$ cat src/ssc_regs.svh
// register addresses, field values and timing counts of the serial command block
`ifndef SSC_REGS_SVH
`define SSC_REGS_SVH

// function codes
`define SSC_FN_READ_HOLD  8'h03
`define SSC_FN_READ_INPUT 8'h04
`define SSC_FN_WR_COIL    8'h05
`define SSC_FN_WR_SINGLE  8'h06
`define SSC_FN_WR_MULTI   8'h10
`define SSC_FN_EXC_FLAG   8'h80

// register map
`define SSC_ADDR_MAP_DATA 16'h0100
`define SSC_ADDR_MAP_IDX  16'h1280
`define SSC_MAP_LEN       16'h0078
`define SSC_ADDR_CMD_FUNC 16'h1160
`define SSC_ADDR_CMD_OP   16'h1161
`define SSC_ADDR_CMD_DATA 16'h1162
`define SSC_CMD_LEN       16'h0003

// command block values
`define SSC_CMD_SELECT    16'h0005
`define SSC_OP_RESET      16'h0001
`define SSC_OP_STORE_ADDR 16'h0010

// link settings
`define SSC_BCAST         8'h00
`define SSC_LINK_OFF      8'h00
`define SSC_BAUD_DEF      16'h2580
`define SSC_PARITY_NONE   2'h0

// power-up address window
`define SSC_CLK_HZ        64'd100000000
`define SSC_WIN_MIN       64'd2
`define SSC_WIN_CYCLES    (36'(`SSC_WIN_MIN * 64'd60 * `SSC_CLK_HZ))

`endif

$ cat src/ssc_pkg.sv
// types shared by the serial command block
package ssc_pkg;
   typedef enum logic [2:0] {
      ST_IDLE    = 3'b000,
      ST_COLLECT = 3'b001,
      ST_EXEC    = 3'b010,
      ST_FETCH   = 3'b011,
      ST_WAIT    = 3'b100,
      ST_RESP    = 3'b101
   } ssc_state_type;

   typedef enum logic [7:0] {
      EXC_NONE  = 8'h00,
      EXC_FUNC  = 8'h01,
      EXC_ADDR  = 8'h02,
      EXC_VALUE = 8'h03
   } ssc_exc_type;

   typedef enum logic [1:0] {
      AREA_NONE  = 2'b00,
      AREA_DATA  = 2'b01,
      AREA_INDEX = 2'b10,
      AREA_CMD   = 2'b11
   } ssc_area_type;
endpackage

$ cat src/ssc_addr_window.sv
// power-up window during which a broadcast may store the link address
`include "ssc_regs.svh"
module ssc_addr_window #(
   parameter logic [35:0] WIN_CYCLES = `SSC_WIN_CYCLES
) (
   input  wire logic clk,
   input  wire logic rst,
   input  wire logic close_req,
   output logic      open_ff
);
   import ssc_pkg::*;

   logic [35:0] cnt_ff;

   // counts from power-up; closed by expiry or a stored address
   always_ff @(posedge clk) begin
      if (rst) begin
         cnt_ff  <= 36'h0;
         open_ff <= 1'b1;
      end else if (open_ff) begin
         cnt_ff <= cnt_ff + 36'h1;
         if (close_req || cnt_ff == WIN_CYCLES - 36'h1) begin
            open_ff <= 1'b0;
         end
      end
   end
endmodule

$ cat src/ssc_cmd_remap.sv
// serial slave command interpreter, address store and user register map
// Functional notes
// - commands via coil write or multi-register write
// - command block at 1160, 1161, 1162
// - operation 1 triggers reset action
// - link address OFF at factory, restore
// - default link 9600 baud, no parity
// - address store only in first 2 minutes
// - after store or expiry, refuse changes
// - store answered by echo with address 00
// - any register remappable into user area
// - 120-entry index table at 1280h-12F7h
// - 0100h-0177h reads register named by index
// - entry n governs data slot 0100h plus n
// - index writes by single or multi write
// - index table kept in nonvolatile storage
// - CRC-failed frames dropped without reply
// - errors answer function plus 128, code
// - words are 16 bits, high byte first
`include "ssc_regs.svh"
module ssc_cmd_remap #(
   parameter logic [35:0] WIN_CYCLES = `SSC_WIN_CYCLES
) (
   input  wire logic                clk,
   input  wire logic                rst,
   input  wire logic                req_valid,
   input  wire logic                req_crc_ok,
   input  wire logic [7:0]          req_slave,
   input  wire logic [7:0]          req_func,
   input  wire logic [15:0]         req_start,
   input  wire logic [15:0]         req_qty,
   input  wire logic                wdat_valid,
   input  wire logic [15:0]         wdat,
   input  wire logic                src_ack,
   input  wire logic [15:0]         src_data,
   input  wire logic                nv_load_valid,
   input  wire logic [6:0]          nv_load_idx,
   input  wire logic [15:0]         nv_load_data,
   input  wire logic                restore_defaults,
   output logic                     req_ready_ff,
   output logic                     rsp_valid_ff,
   output logic [7:0]               rsp_slave_ff,
   output logic [7:0]               rsp_func_ff,
   output ssc_pkg::ssc_exc_type     rsp_exc_ff,
   output logic [15:0]              rsp_start_ff,
   output logic [15:0]              rsp_qty_ff,
   output logic                     rd_valid_ff,
   output logic [15:0]              rd_word_ff,
   output logic                     src_req_ff,
   output logic [15:0]              src_addr_ff,
   output logic                     nv_wr_ff,
   output logic [6:0]               nv_wr_idx_ff,
   output logic [15:0]              nv_wr_data_ff,
   output logic                     cmd_reset_ff,
   output logic [7:0]               link_addr_ff,
   output logic [15:0]              link_baud_ff,
   output logic [1:0]               link_parity_ff,
   output logic                     win_open_ff
);
   import ssc_pkg::*;

   ssc_state_type st_ff;
   ssc_state_type nxt_st;
   ssc_area_type  area_ff;
   ssc_area_type  nxt_area;
   ssc_exc_type   exc_ff;
   ssc_exc_type   nxt_exc;
   ssc_exc_type   exec_exc;
   logic [15:0]   tbl [0:119];
   logic [7:0]    slave_ff;
   logic [7:0]    func_ff;
   logic [15:0]   start_ff;
   logic [15:0]   qty_ff;
   logic [15:0]   last_word_ff;
   logic [6:0]    cnt_ff;
   logic          bcast_ff;
   logic          stored_ff;
   logic [15:0]   cmd_fn_ff;
   logic [15:0]   cmd_op_ff;
   logic [15:0]   cmd_dat_ff;
   logic [16:0]   req_end;
   logic          addressed;
   logic          is_read;
   logic [6:0]    tbl_idx;
   logic [15:0]   cmd_addr;
   logic [15:0]   cmd_word;
   logic          tbl_we;
   logic          last_cnt;
   logic          is_cmd;
   logic [15:0]   op_num;
   logic          do_reset;
   logic          do_store;

   ssc_addr_window #(
      .WIN_CYCLES (WIN_CYCLES)
   ) u_window (
      .clk       (clk),
      .rst       (rst),
      .close_req (do_store),
      .open_ff   (win_open_ff)
   );

   // request decode
   assign req_end   = {1'b0, req_start} + {1'b0, req_qty};
   assign addressed = (req_slave == `SSC_BCAST) ||
                      (link_addr_ff != `SSC_LINK_OFF && req_slave == link_addr_ff);
   assign is_read   = (req_func == `SSC_FN_READ_HOLD) || (req_func == `SSC_FN_READ_INPUT);

   always_comb begin
      nxt_area = AREA_NONE;
      if (req_start >= `SSC_ADDR_MAP_DATA &&
          req_end <= {1'b0, `SSC_ADDR_MAP_DATA} + {1'b0, `SSC_MAP_LEN}) begin
         nxt_area = AREA_DATA;
      end else if (req_start >= `SSC_ADDR_MAP_IDX &&
                   req_end <= {1'b0, `SSC_ADDR_MAP_IDX} + {1'b0, `SSC_MAP_LEN}) begin
         nxt_area = AREA_INDEX;
      end else if (req_start >= `SSC_ADDR_CMD_FUNC &&
                   req_end <= {1'b0, `SSC_ADDR_CMD_FUNC} + {1'b0, `SSC_CMD_LEN}) begin
         nxt_area = AREA_CMD;
      end
   end

   // exception decided when the frame is taken
   always_comb begin
      nxt_exc = EXC_NONE;
      case (req_func)
         `SSC_FN_READ_HOLD, `SSC_FN_READ_INPUT, `SSC_FN_WR_MULTI: begin
            if (req_qty == 16'h0 || req_qty > `SSC_MAP_LEN) begin
               nxt_exc = EXC_VALUE;
            end else if (nxt_area == AREA_NONE ||
                         (!is_read && nxt_area == AREA_DATA)) begin
               nxt_exc = EXC_ADDR;
            end
         end
         `SSC_FN_WR_SINGLE: begin
            if (nxt_area != AREA_INDEX && nxt_area != AREA_CMD) begin
               nxt_exc = EXC_ADDR;
            end
         end
         `SSC_FN_WR_COIL: begin
            nxt_exc = EXC_NONE;
         end
         default: begin
            nxt_exc = EXC_FUNC;
         end
      endcase
   end

   // word position within the selected area
   assign tbl_idx  = (area_ff == AREA_DATA) ? 7'(start_ff - `SSC_ADDR_MAP_DATA) + cnt_ff
                                            : 7'(start_ff - `SSC_ADDR_MAP_IDX) + cnt_ff;
   assign cmd_addr = start_ff + {9'h0, cnt_ff};
   assign last_cnt = ({9'h0, cnt_ff} + 16'h1 >= qty_ff);
   assign tbl_we   = (st_ff == ST_COLLECT) && wdat_valid && exc_ff == EXC_NONE &&
                     area_ff == AREA_INDEX;

   always_comb begin
      case (cmd_addr)
         `SSC_ADDR_CMD_FUNC: cmd_word = cmd_fn_ff;
         `SSC_ADDR_CMD_OP:   cmd_word = cmd_op_ff;
         default:            cmd_word = cmd_dat_ff;
      endcase
   end

   // index table, one entry per slot; writes mirrored to setpoint storage
   generate
      for (genvar g = 0; g < 120; g++) begin : g_tbl
         always_ff @(posedge clk) begin
            if (tbl_we && tbl_idx == 7'(g)) begin
               tbl[g] <= wdat;
            end else if (nv_load_valid && nv_load_idx == 7'(g)) begin
               tbl[g] <= nv_load_data;
            end
         end
      end
   endgenerate

   always_ff @(posedge clk) begin
      if (rst) begin
         nv_wr_ff      <= 1'b0;
         nv_wr_idx_ff  <= 7'h0;
         nv_wr_data_ff <= 16'h0;
      end else begin
         nv_wr_ff <= tbl_we;
         if (tbl_we) begin
            nv_wr_idx_ff  <= tbl_idx;
            nv_wr_data_ff <= wdat;
         end
      end
   end

   // command evaluation
   assign is_cmd = (func_ff == `SSC_FN_WR_COIL) ||
                   (func_ff == `SSC_FN_WR_MULTI && area_ff == AREA_CMD &&
                    start_ff == `SSC_ADDR_CMD_FUNC && qty_ff >= 16'h2);
   assign op_num = (func_ff == `SSC_FN_WR_COIL) ? start_ff : cmd_op_ff;

   always_comb begin
      exec_exc = EXC_NONE;
      do_reset = 1'b0;
      do_store = 1'b0;
      if (st_ff == ST_EXEC && exc_ff == EXC_NONE && is_cmd) begin
         if (func_ff == `SSC_FN_WR_MULTI && cmd_fn_ff != `SSC_CMD_SELECT) begin
            exec_exc = EXC_VALUE;
         end else if (op_num == `SSC_OP_RESET) begin
            do_reset = 1'b1;
         end else if (op_num == `SSC_OP_STORE_ADDR && bcast_ff && qty_ff == 16'h3 &&
                      func_ff == `SSC_FN_WR_MULTI) begin
            if (cmd_dat_ff[15:8] != 8'h0 || cmd_dat_ff[7:0] == `SSC_BCAST) begin
               exec_exc = EXC_VALUE;
            end else if (win_open_ff) begin
               do_store = 1'b1;
            end
         end else begin
            exec_exc = EXC_VALUE;
         end
      end
   end

   // link settings
   always_ff @(posedge clk) begin
      if (rst) begin
         link_addr_ff   <= `SSC_LINK_OFF;
         link_baud_ff   <= `SSC_BAUD_DEF;
         link_parity_ff <= `SSC_PARITY_NONE;
      end else if (restore_defaults) begin
         link_addr_ff <= `SSC_LINK_OFF;
      end else if (do_store) begin
         link_addr_ff <= cmd_dat_ff[7:0];
      end
   end

   always_ff @(posedge clk) begin
      if (rst) begin
         cmd_reset_ff <= 1'b0;
      end else begin
         cmd_reset_ff <= do_reset;
      end
   end

   // sequencer
   always_comb begin
      nxt_st = st_ff;
      case (st_ff)
         ST_IDLE: begin
            if (req_valid && req_crc_ok && addressed) begin
               if (nxt_exc == EXC_FUNC) begin
                  nxt_st = ST_RESP;
               end else if (is_read) begin
                  nxt_st = (nxt_exc == EXC_NONE) ? ST_FETCH : ST_RESP;
               end else begin
                  nxt_st = ST_COLLECT;
               end
            end
         end
         ST_COLLECT: if (wdat_valid && last_cnt) begin
            nxt_st = ST_EXEC;
         end
         ST_EXEC:  nxt_st = ST_RESP;
         ST_FETCH: begin
            if (area_ff == AREA_DATA) begin
               nxt_st = ST_WAIT;
            end else if (last_cnt) begin
               nxt_st = ST_RESP;
            end
         end
         ST_WAIT: if (src_ack) begin
            nxt_st = last_cnt ? ST_RESP : ST_FETCH;
         end
         ST_RESP:  nxt_st = ST_IDLE;
         default:  nxt_st = ST_IDLE;
      endcase
   end

   always_ff @(posedge clk) begin
      if (rst) begin
         st_ff        <= ST_IDLE;
         req_ready_ff <= 1'b1;
      end else begin
         st_ff        <= nxt_st;
         req_ready_ff <= (nxt_st == ST_IDLE);
      end
   end

   // frame fields and progress
   always_ff @(posedge clk) begin
      if (rst) begin
         slave_ff     <= 8'h0;
         func_ff      <= 8'h0;
         start_ff     <= 16'h0;
         qty_ff       <= 16'h0;
         area_ff      <= AREA_NONE;
         exc_ff       <= EXC_NONE;
         bcast_ff     <= 1'b0;
         stored_ff    <= 1'b0;
         cnt_ff       <= 7'h0;
         last_word_ff <= 16'h0;
      end else begin
         if (st_ff == ST_IDLE && nxt_st != ST_IDLE) begin
            slave_ff  <= req_slave;
            func_ff   <= req_func;
            start_ff  <= req_start;
            qty_ff    <= (req_func == `SSC_FN_WR_COIL || req_func == `SSC_FN_WR_SINGLE) ?
                         16'h1 : req_qty;
            area_ff   <= (req_func == `SSC_FN_WR_COIL) ? AREA_CMD : nxt_area;
            exc_ff    <= nxt_exc;
            bcast_ff  <= (req_slave == `SSC_BCAST);
            stored_ff <= 1'b0;
            cnt_ff    <= 7'h0;
         end else if (st_ff == ST_COLLECT && wdat_valid) begin
            cnt_ff       <= cnt_ff + 7'h1;
            last_word_ff <= wdat;
         end else if (st_ff == ST_EXEC) begin
            if (exec_exc != EXC_NONE) begin
               exc_ff <= exec_exc;
            end
            stored_ff <= do_store;
         end else if ((st_ff == ST_FETCH && area_ff != AREA_DATA) ||
                      (st_ff == ST_WAIT && src_ack)) begin
            cnt_ff <= cnt_ff + 7'h1;
         end
      end
   end

   // command block registers, written word by word
   always_ff @(posedge clk) begin
      if (rst) begin
         cmd_fn_ff  <= 16'h0;
         cmd_op_ff  <= 16'h0;
         cmd_dat_ff <= 16'h0;
      end else if (st_ff == ST_COLLECT && wdat_valid && exc_ff == EXC_NONE &&
                   area_ff == AREA_CMD && func_ff != `SSC_FN_WR_COIL) begin
         case (cmd_addr)
            `SSC_ADDR_CMD_FUNC: cmd_fn_ff  <= wdat;
            `SSC_ADDR_CMD_OP:   cmd_op_ff  <= wdat;
            default:            cmd_dat_ff <= wdat;
         endcase
      end
   end

   // read path: user data slots fetch the register named by their entry
   always_ff @(posedge clk) begin
      if (rst) begin
         src_req_ff  <= 1'b0;
         src_addr_ff <= 16'h0;
         rd_valid_ff <= 1'b0;
         rd_word_ff  <= 16'h0;
      end else begin
         src_req_ff  <= 1'b0;
         rd_valid_ff <= 1'b0;
         if (st_ff == ST_FETCH && area_ff == AREA_DATA) begin
            src_req_ff  <= 1'b1;
            src_addr_ff <= tbl[tbl_idx];
         end else if (st_ff == ST_FETCH) begin
            rd_valid_ff <= 1'b1;
            rd_word_ff  <= (area_ff == AREA_INDEX) ? tbl[tbl_idx] : cmd_word;
         end else if (st_ff == ST_WAIT && src_ack) begin
            rd_valid_ff <= 1'b1;
            rd_word_ff  <= src_data;
         end
      end
   end

   // answer; broadcasts answer only a stored address
   always_ff @(posedge clk) begin
      if (rst) begin
         rsp_valid_ff <= 1'b0;
         rsp_slave_ff <= 8'h0;
         rsp_func_ff  <= 8'h0;
         rsp_exc_ff   <= EXC_NONE;
         rsp_start_ff <= 16'h0;
         rsp_qty_ff   <= 16'h0;
      end else begin
         rsp_valid_ff <= 1'b0;
         if (st_ff == ST_RESP && (!bcast_ff || stored_ff)) begin
            rsp_valid_ff <= 1'b1;
            rsp_slave_ff <= slave_ff;
            rsp_exc_ff   <= exc_ff;
            rsp_func_ff  <= (exc_ff != EXC_NONE) ? (func_ff | `SSC_FN_EXC_FLAG) : func_ff;
            rsp_start_ff <= start_ff;
            rsp_qty_ff   <= (func_ff == `SSC_FN_WR_MULTI || func_ff == `SSC_FN_READ_HOLD ||
                             func_ff == `SSC_FN_READ_INPUT) ? qty_ff : last_word_ff;
         end
      end
   end
endmodule

$ cat config.mk
export PLATFORM = sky130hd
export DESIGN_NAME = ssc_cmd_remap
export DESIGN_NICKNAME = d
export VERILOG_FILES = /design/src/ssc_pkg.sv /design/src/ssc_addr_window.sv /design/src/ssc_cmd_remap.sv
export VERILOG_INCLUDE_DIRS = /design/src
export SDC_FILE = /design/constraint.sdc
export NUM_CORES = 2
export LEC_CHECK = 0
export BUFFER_PORTS_ARGS = -buffer_cell sky130_fd_sc_hd__buf_2
export CAP_MARGIN = 20
export CORE_MARGIN = 3
export CORE_UTILIZATION = 55
export DETAILED_ROUTE_END_ITERATION = 10
export GPL_TIMING_DRIVEN = 1
export PLACE_DENSITY = 0.81
export SLEW_MARGIN = 0
export SYNTH_ARGS = -nofsm -noshare
export SYNTH_HDL_FRONTEND = slang
export SYNTH_SLANG_ARGS = --single-unit
$ cat constraint.sdc
create_clock -name clk -period 7.25 [get_ports clk]
set_input_delay 0.3625 -clock clk [delete_from_list [all_inputs] [get_ports clk]]
set_output_delay 0.3625 -clock clk [all_outputs]
set_load 0.02 [all_outputs]
# Word-level counts from Yosys, hierarchy flattened
# Memories as Yosys holds them, arrays and structs flattened.
# Cells that the tools add are included.
dict set report totals {
  reg_bits 296
  latch_bits 0
  mem_bits_rw 1920
  romBits 0
  inputBits 111
  word_cells 1535
  n_memories 1
}
# memory depth word_bits read_ports rd_clocked_by_memory_dff write_ports line
set mem_list {}
lappend mem_list {tbl 120 16 1 0 120 ssc_cmd_remap.sv:69} ;# logic [15:0] tbl [0:119];
dict set report op_classes {
  addsub 9
  mul 0
  div 0
  magnitude_cmp 9
  n_eq_ne 272
  n_shift 0
  mux 772
  bitwise 125
  reduce_logical 315
}
# op count
set ops {}
lappend ops {{$mux W16} 126}
lappend ops {{$eq A7 B7 Y1 const B} 112}
lappend ops {{$mux W1} 613}
lappend ops {{$eq A7 B6 Y1 const B} 64}
lappend ops {{$logic_and A1 B1 Y1} 268}
lappend ops {{$eq A7 B5 Y1 const B} 32}
lappend ops {{$or A1 B1 Y1} 120}
lappend ops {{$eq A7 B4 Y1 const B} 16}
lappend ops {{$mux W8} 9}
lappend ops {{$eq A7 B3 Y1 const B} 8}
lappend ops {{$eq A16 B13 Y1 const B} 3}
lappend ops {{$eq A8 B3 Y1 const B} 5}
lappend ops {{$add A36 B1 Y36 const B} 1}
lappend ops {{$eq A36 B34 Y1 const B} 1}
lappend ops {{$le A17 B13 Y1 const B} 2}
lappend ops {{$ge A16 B13 Y1 const B} 2}
lappend ops {{$logic_not A8 Y1} 4}
lappend ops {{$pmux W16 S2} 1}
lappend ops {{$reduce_bool A8 Y1} 4}
lappend ops {{$eq A7 B2 Y1 const B} 4}
lappend ops {{$mux W7} 4}
lappend ops {{$mux W3} 9}
lappend ops {{$pmux W8 S3} 1}
lappend ops {{$add A16 B16 Y17} 1}
lappend ops {{42 further kinds} 92}

# Depth between registers and ports, before layout
dict set report depth {
  depth_word 22
  mapped_depth 15
}

# Hierarchy
# From an unflattened synthesis, not the netlist that was laid out.
dict set report unflattened {
  hier_cells 7516
  hier_area_um2 113523.9
}
# module n_inst cells_per_inst area_per_inst_um2 seq_area_each_um2
set by_module_without_submodules {}
lappend by_module_without_submodules {ssc_cmd_remap 1 7294 111629.6 62600.0}
lappend by_module_without_submodules {ssc_addr_window 1 222 1894.3 740.7}

# Worst setup path after synthesis
# Ideal clock, no wire load.
dict set report synth_timing {
  kind {reg-to-reg}
  from {register cnt_ff[0]}
  to {memory tbl[48][0] (enable)}
  setup_time_ps 411
  arrival_ps 4057
  path_slack_ps 2782
  stages_incl_launch_ff 12
  cell_sequence {dfxtp_1 ha_1 fa_1 a21o_1 a21oi_2 xnor2_1 buf_2 buf_1 clkbuf_1 nand3_1 clkbuf_1 o21ai_0}
}
# item line
set synth_rtl {}
lappend synth_rtl {{start, declared} ssc_cmd_remap.sv:75} ;# logic [6:0] cnt_ff;
lappend synth_rtl {{start signal, assigned} ssc_cmd_remap.sv:311} ;# cnt_ff <= cnt_ff + 7'h1;
lappend synth_rtl {{start signal, assigned} ssc_cmd_remap.sv:320} ;# cnt_ff <= cnt_ff + 7'h1;
lappend synth_rtl {{end, declared} ssc_cmd_remap.sv:69}

# Worst setup path after layout
dict set report layout_timing {
  from {register cnt_ff[0]}
  to {register rd_word_ff[14]}
}
dict set report layout_between {
  elab_chain_len 5
  word_cells_on_any_way 10
}
# item line
set layout_lines {}
lappend layout_lines {{$add A16 B7 Y16 (*)} ssc_cmd_remap.sv:152} ;# assign cmd_addr = start_ff + {9'h0, cnt_ff};
lappend layout_lines {{via cmd_addr[1]} ssc_cmd_remap.sv:85} ;# logic [15:0] cmd_addr;
lappend layout_lines {{$eq A16 B13 Y1} ssc_cmd_remap.sv:158} ;# case (cmd_addr)
lappend layout_lines {{$pmux W16 S2 (*)} ssc_cmd_remap.sv:158}
lappend layout_lines {{$mux W16 (*)} ssc_cmd_remap.sv:356} ;# rd_word_ff <= (area_ff == AREA_INDEX) ? tbl[tbl_idx] : cmd_word;
lappend layout_lines {{$mux W16 (*)} ssc_cmd_remap.sv:354} ;# end else if (st_ff == ST_FETCH) begin
lappend layout_lines {{end signal, assigned} ssc_cmd_remap.sv:356}
lappend layout_lines {{end signal, assigned} ssc_cmd_remap.sv:359} ;# rd_word_ff <= src_data;
lappend layout_lines {{end, declared} ssc_cmd_remap.sv:48} ;# output logic [15:0] rd_word_ff,
# The timed path passes the listed nets; every way through them passes the cells marked *.
# A chain may end at the register's enable or synchronous reset.

==> out/metrics.csv <==
metric,value,unit
status,completed,
startpoint_type,flip-flop,
place_area,117000,sq um
max_cap_viol_count,0,
die_area,211000,sq um
core_area,203000,sq um
cts-root-buf,clkbuf_16,
final_util,0.616,
clkLatencyLatePin,0.91,ns
maxSlewHeadroom,0.176,
slew_viol_final,0,
synth_top_area_cell,edfxtp_1,
p_leak,40.0,nW
synth_edf_count,1920,
period_minus_slack,5.50,ns
arrival,6.25,ns
antenna_found_initial,32,
synth_top_area_share,0.509,
initial_core_util,0.556,
wl_per_cell,33.7,microns
post_cts_resized,0,
grt.total_usage,0.324,
peakVddDrop,0.000285,V
power.density,231,nW/um^2
vias,72436,
fillers,14126,
yosysSeqAreaShare,0.560,
rsz0062_at_grt,no,
port_buffers,230,
fin_worst_skew,0.0339,ns
hold_path_class,in2reg,
finalHoldViolations,0,
io_pins,255,
cts_num_sinks,2204,
worstPathCellList,"ha_4, fa_4, buf_4, mux4_2, mux4_2, mux2i_1, o21ai_0, a221oi_1, nand2b_1, a311oi_1",
drt_iter0_drc,11388,
drcViolationCount,0,
synthCells,7447,
crit_type,reg2reg,
cp-end-kind,flip-flop,
cts_buffers,219,
period_share,0.759,
yosysWarnings,0,
syn_to_final_growth,10.8,%
slowest_stage,fa_4,
ys.flop_type,edfxtp_1,
wl,347,mm
synthArstFlopShare,0,
slowest_delay,1.30,ns
cp_max_fo,42,
clockBufferDepth,3,
drive_gt1_frac,0.462,
fin_area,125000,sq um
fmax,182,MHz
timing.setup.tns,0,ns
htreeDepth,4,
cts_tree,done,
yosysUniqueCellTypes,89,
syn_area_per_cell,15.2,sq um
place_hpwl,213,mm
synthTopCellsByArea,"edfxtp_1 51%, mux2_2 19%, mux4_2 12%",
dieWidth,460,microns
synth_area,113000,sq um
final_antenna_net_count,0,
grt_max_degree,126,
worstPathRequired,7.99,ns
regArea,63300,sq um
worst_pin_slew,1.24,ns
gp_congestion,1.00,
path_common_cell,mux4_2,
multi_input_area,46700,sq um
setup_viol,0,
grt_pass1_vias,70981,
viasPerCell,7.02,
holdWs,0.108,ns
clk_pin_slew,0.07,ns
dr.pass1.iters,7,
final_nets,7590,
grt_pass1_wl,500,mm
dieHeight,460,microns
overflow,0,
rows,165,
ys_ff_latch,2204,
## sequential cells by signal, summed over array words and instances, names as in the netlist, 16 cells and up
name             cells
u_window.cnt_ff     36
start_ff            16
last_word_ff        16
cmd_op_ff           16
tbl               1920
nv_wr_data_ff       16
rsp_start_ff        16
rsp_qty_ff          16
cmd_fn_ff           16
cmd_dat_ff          16
rd_word_ff          16
qty_ff              16
src_addr_ff         16
## what timing repair did
action                    4_1_cts  5_1_grt
hold buffers                   79        0
buffers inserted                0        0
hold endpoints to repair      104        0
## final timing paths
| path | depth (start not counted) | slack [ns] | start | to |
|---|---|---|---|---|
| worst min-delay path | 2 | 0.11 | nv_load_data[2] | tbl[0][2] |
| worst min register to register | 2 | 0.45 | slave_ff[1] | rsp_slave_ff[1] |
| worst max register to register | 10 | 1.75 | cnt_ff[0] | rd_word_ff[14] |
| worst max-delay path | 10 | 1.75 | cnt_ff[0] | rd_word_ff[14] |
## critical path: cells and delay by family (launching register included)
family	cells	cell delay [ns]
buffers and inverters	1	0.69
AOI/OAI and AO/OA	3	1.07
adders and majority gates	2	1.50
muxes	3	1.44
and+or+nand+nor	1	0.22
DFF	1	0.38
## kinds of logic (layout without fill, tap and decap cells)
logic type / Yosys count / after routing / synth area share
muxes: 2656 / 2656 / 0.323
DFF: 2204 / 2204 / 0.560
and+or+nand+nor: 954 / 954 / 0.0390
buffers and inverters: 907 / 1063 / 0.0338
AOI/OAI and AO/OA: 629 / 629 / 0.0359
xor gates and xnor gates: 60 / 60 / 0.00464
adders and majority gates: 35 / 35 / 0.00400
other: 2 / 47 / 0.0000664
## power by group
group          internal (mW)  switching [mW]
logic                   1.76            2.15
clock network           6.08            4.96
registers               13.9          0.0748
## final cells by class
cell class / count / share of cell area
clock inverter: 128 / 0.00768
sequential: 2204 / 0.505
clock buffer: 274 / 0.0470
inverter: 31 / 0.000928
antenna: 23 / 0.000459
tap: 2672 / 0.0267
timing repair buffer: 630 / 0.0396
multi-input combinational: 4358 / 0.372
## cells in the mapped netlist, drive strengths merged (29+ instances only)
cell type / n
xor2: 42
a211oi: 54
mux4: 603
mux2: 1920
nand2: 415
dfxtp: 284
clkbuf: 582
buf: 294
and2: 29
inv: 31
mux2i: 133
o21ai: 175
ha: 33
a21oi: 240
edfxtp: 1920
nand2b: 30
nor3: 53
nand3: 44
nor2: 252
## routing by layer
layer,vias up,global-route usage,wire [microns]
li1,28967,-,-
met1,36706,0.425,123000
met2,5677,0.485,156000
met3,1076,0.109,48600
met4,10,0.157,19700
met5,-,0.000689,70
## per-stage QoR
step	setup slack [ns]	power, mW	cells
after floorplan	2.78	16.9	7469
after global placement	2.01	17.9	9773
after detailed placement	2.09	18.0	9796
after CTS	2.06	28.9	10277
after global routing	1.74	29.6	10309
final	1.75	28.9	10320
## cell usage in the layout, fill, tap and decap left out, drive strengths merged, types with 24 or more instances in the layout
cell type / netlist / final
o21ai: 175 / 175
dlygate4sd3: 0 / 79
nand2: 415 / 415
clkbuf: 582 / 276
xor2: 42 / 42
clkinv: 0 / 108
mux2: 1920 / 1920
dfxtp: 284 / 284
nor2: 252 / 252
mux4: 603 / 603
a21oi: 240 / 240
edfxtp: 1920 / 1920
a211oi: 54 / 54
inv: 31 / 37
nand3: 44 / 44
ha: 33 / 33
a22o: 26 / 26
and2: 29 / 29
mux2i: 133 / 133
nor3: 53 / 53
nand2b: 30 / 30
buf: 294 / 549
conb: 2 / 24
Power figures use the tool's default switching activity.
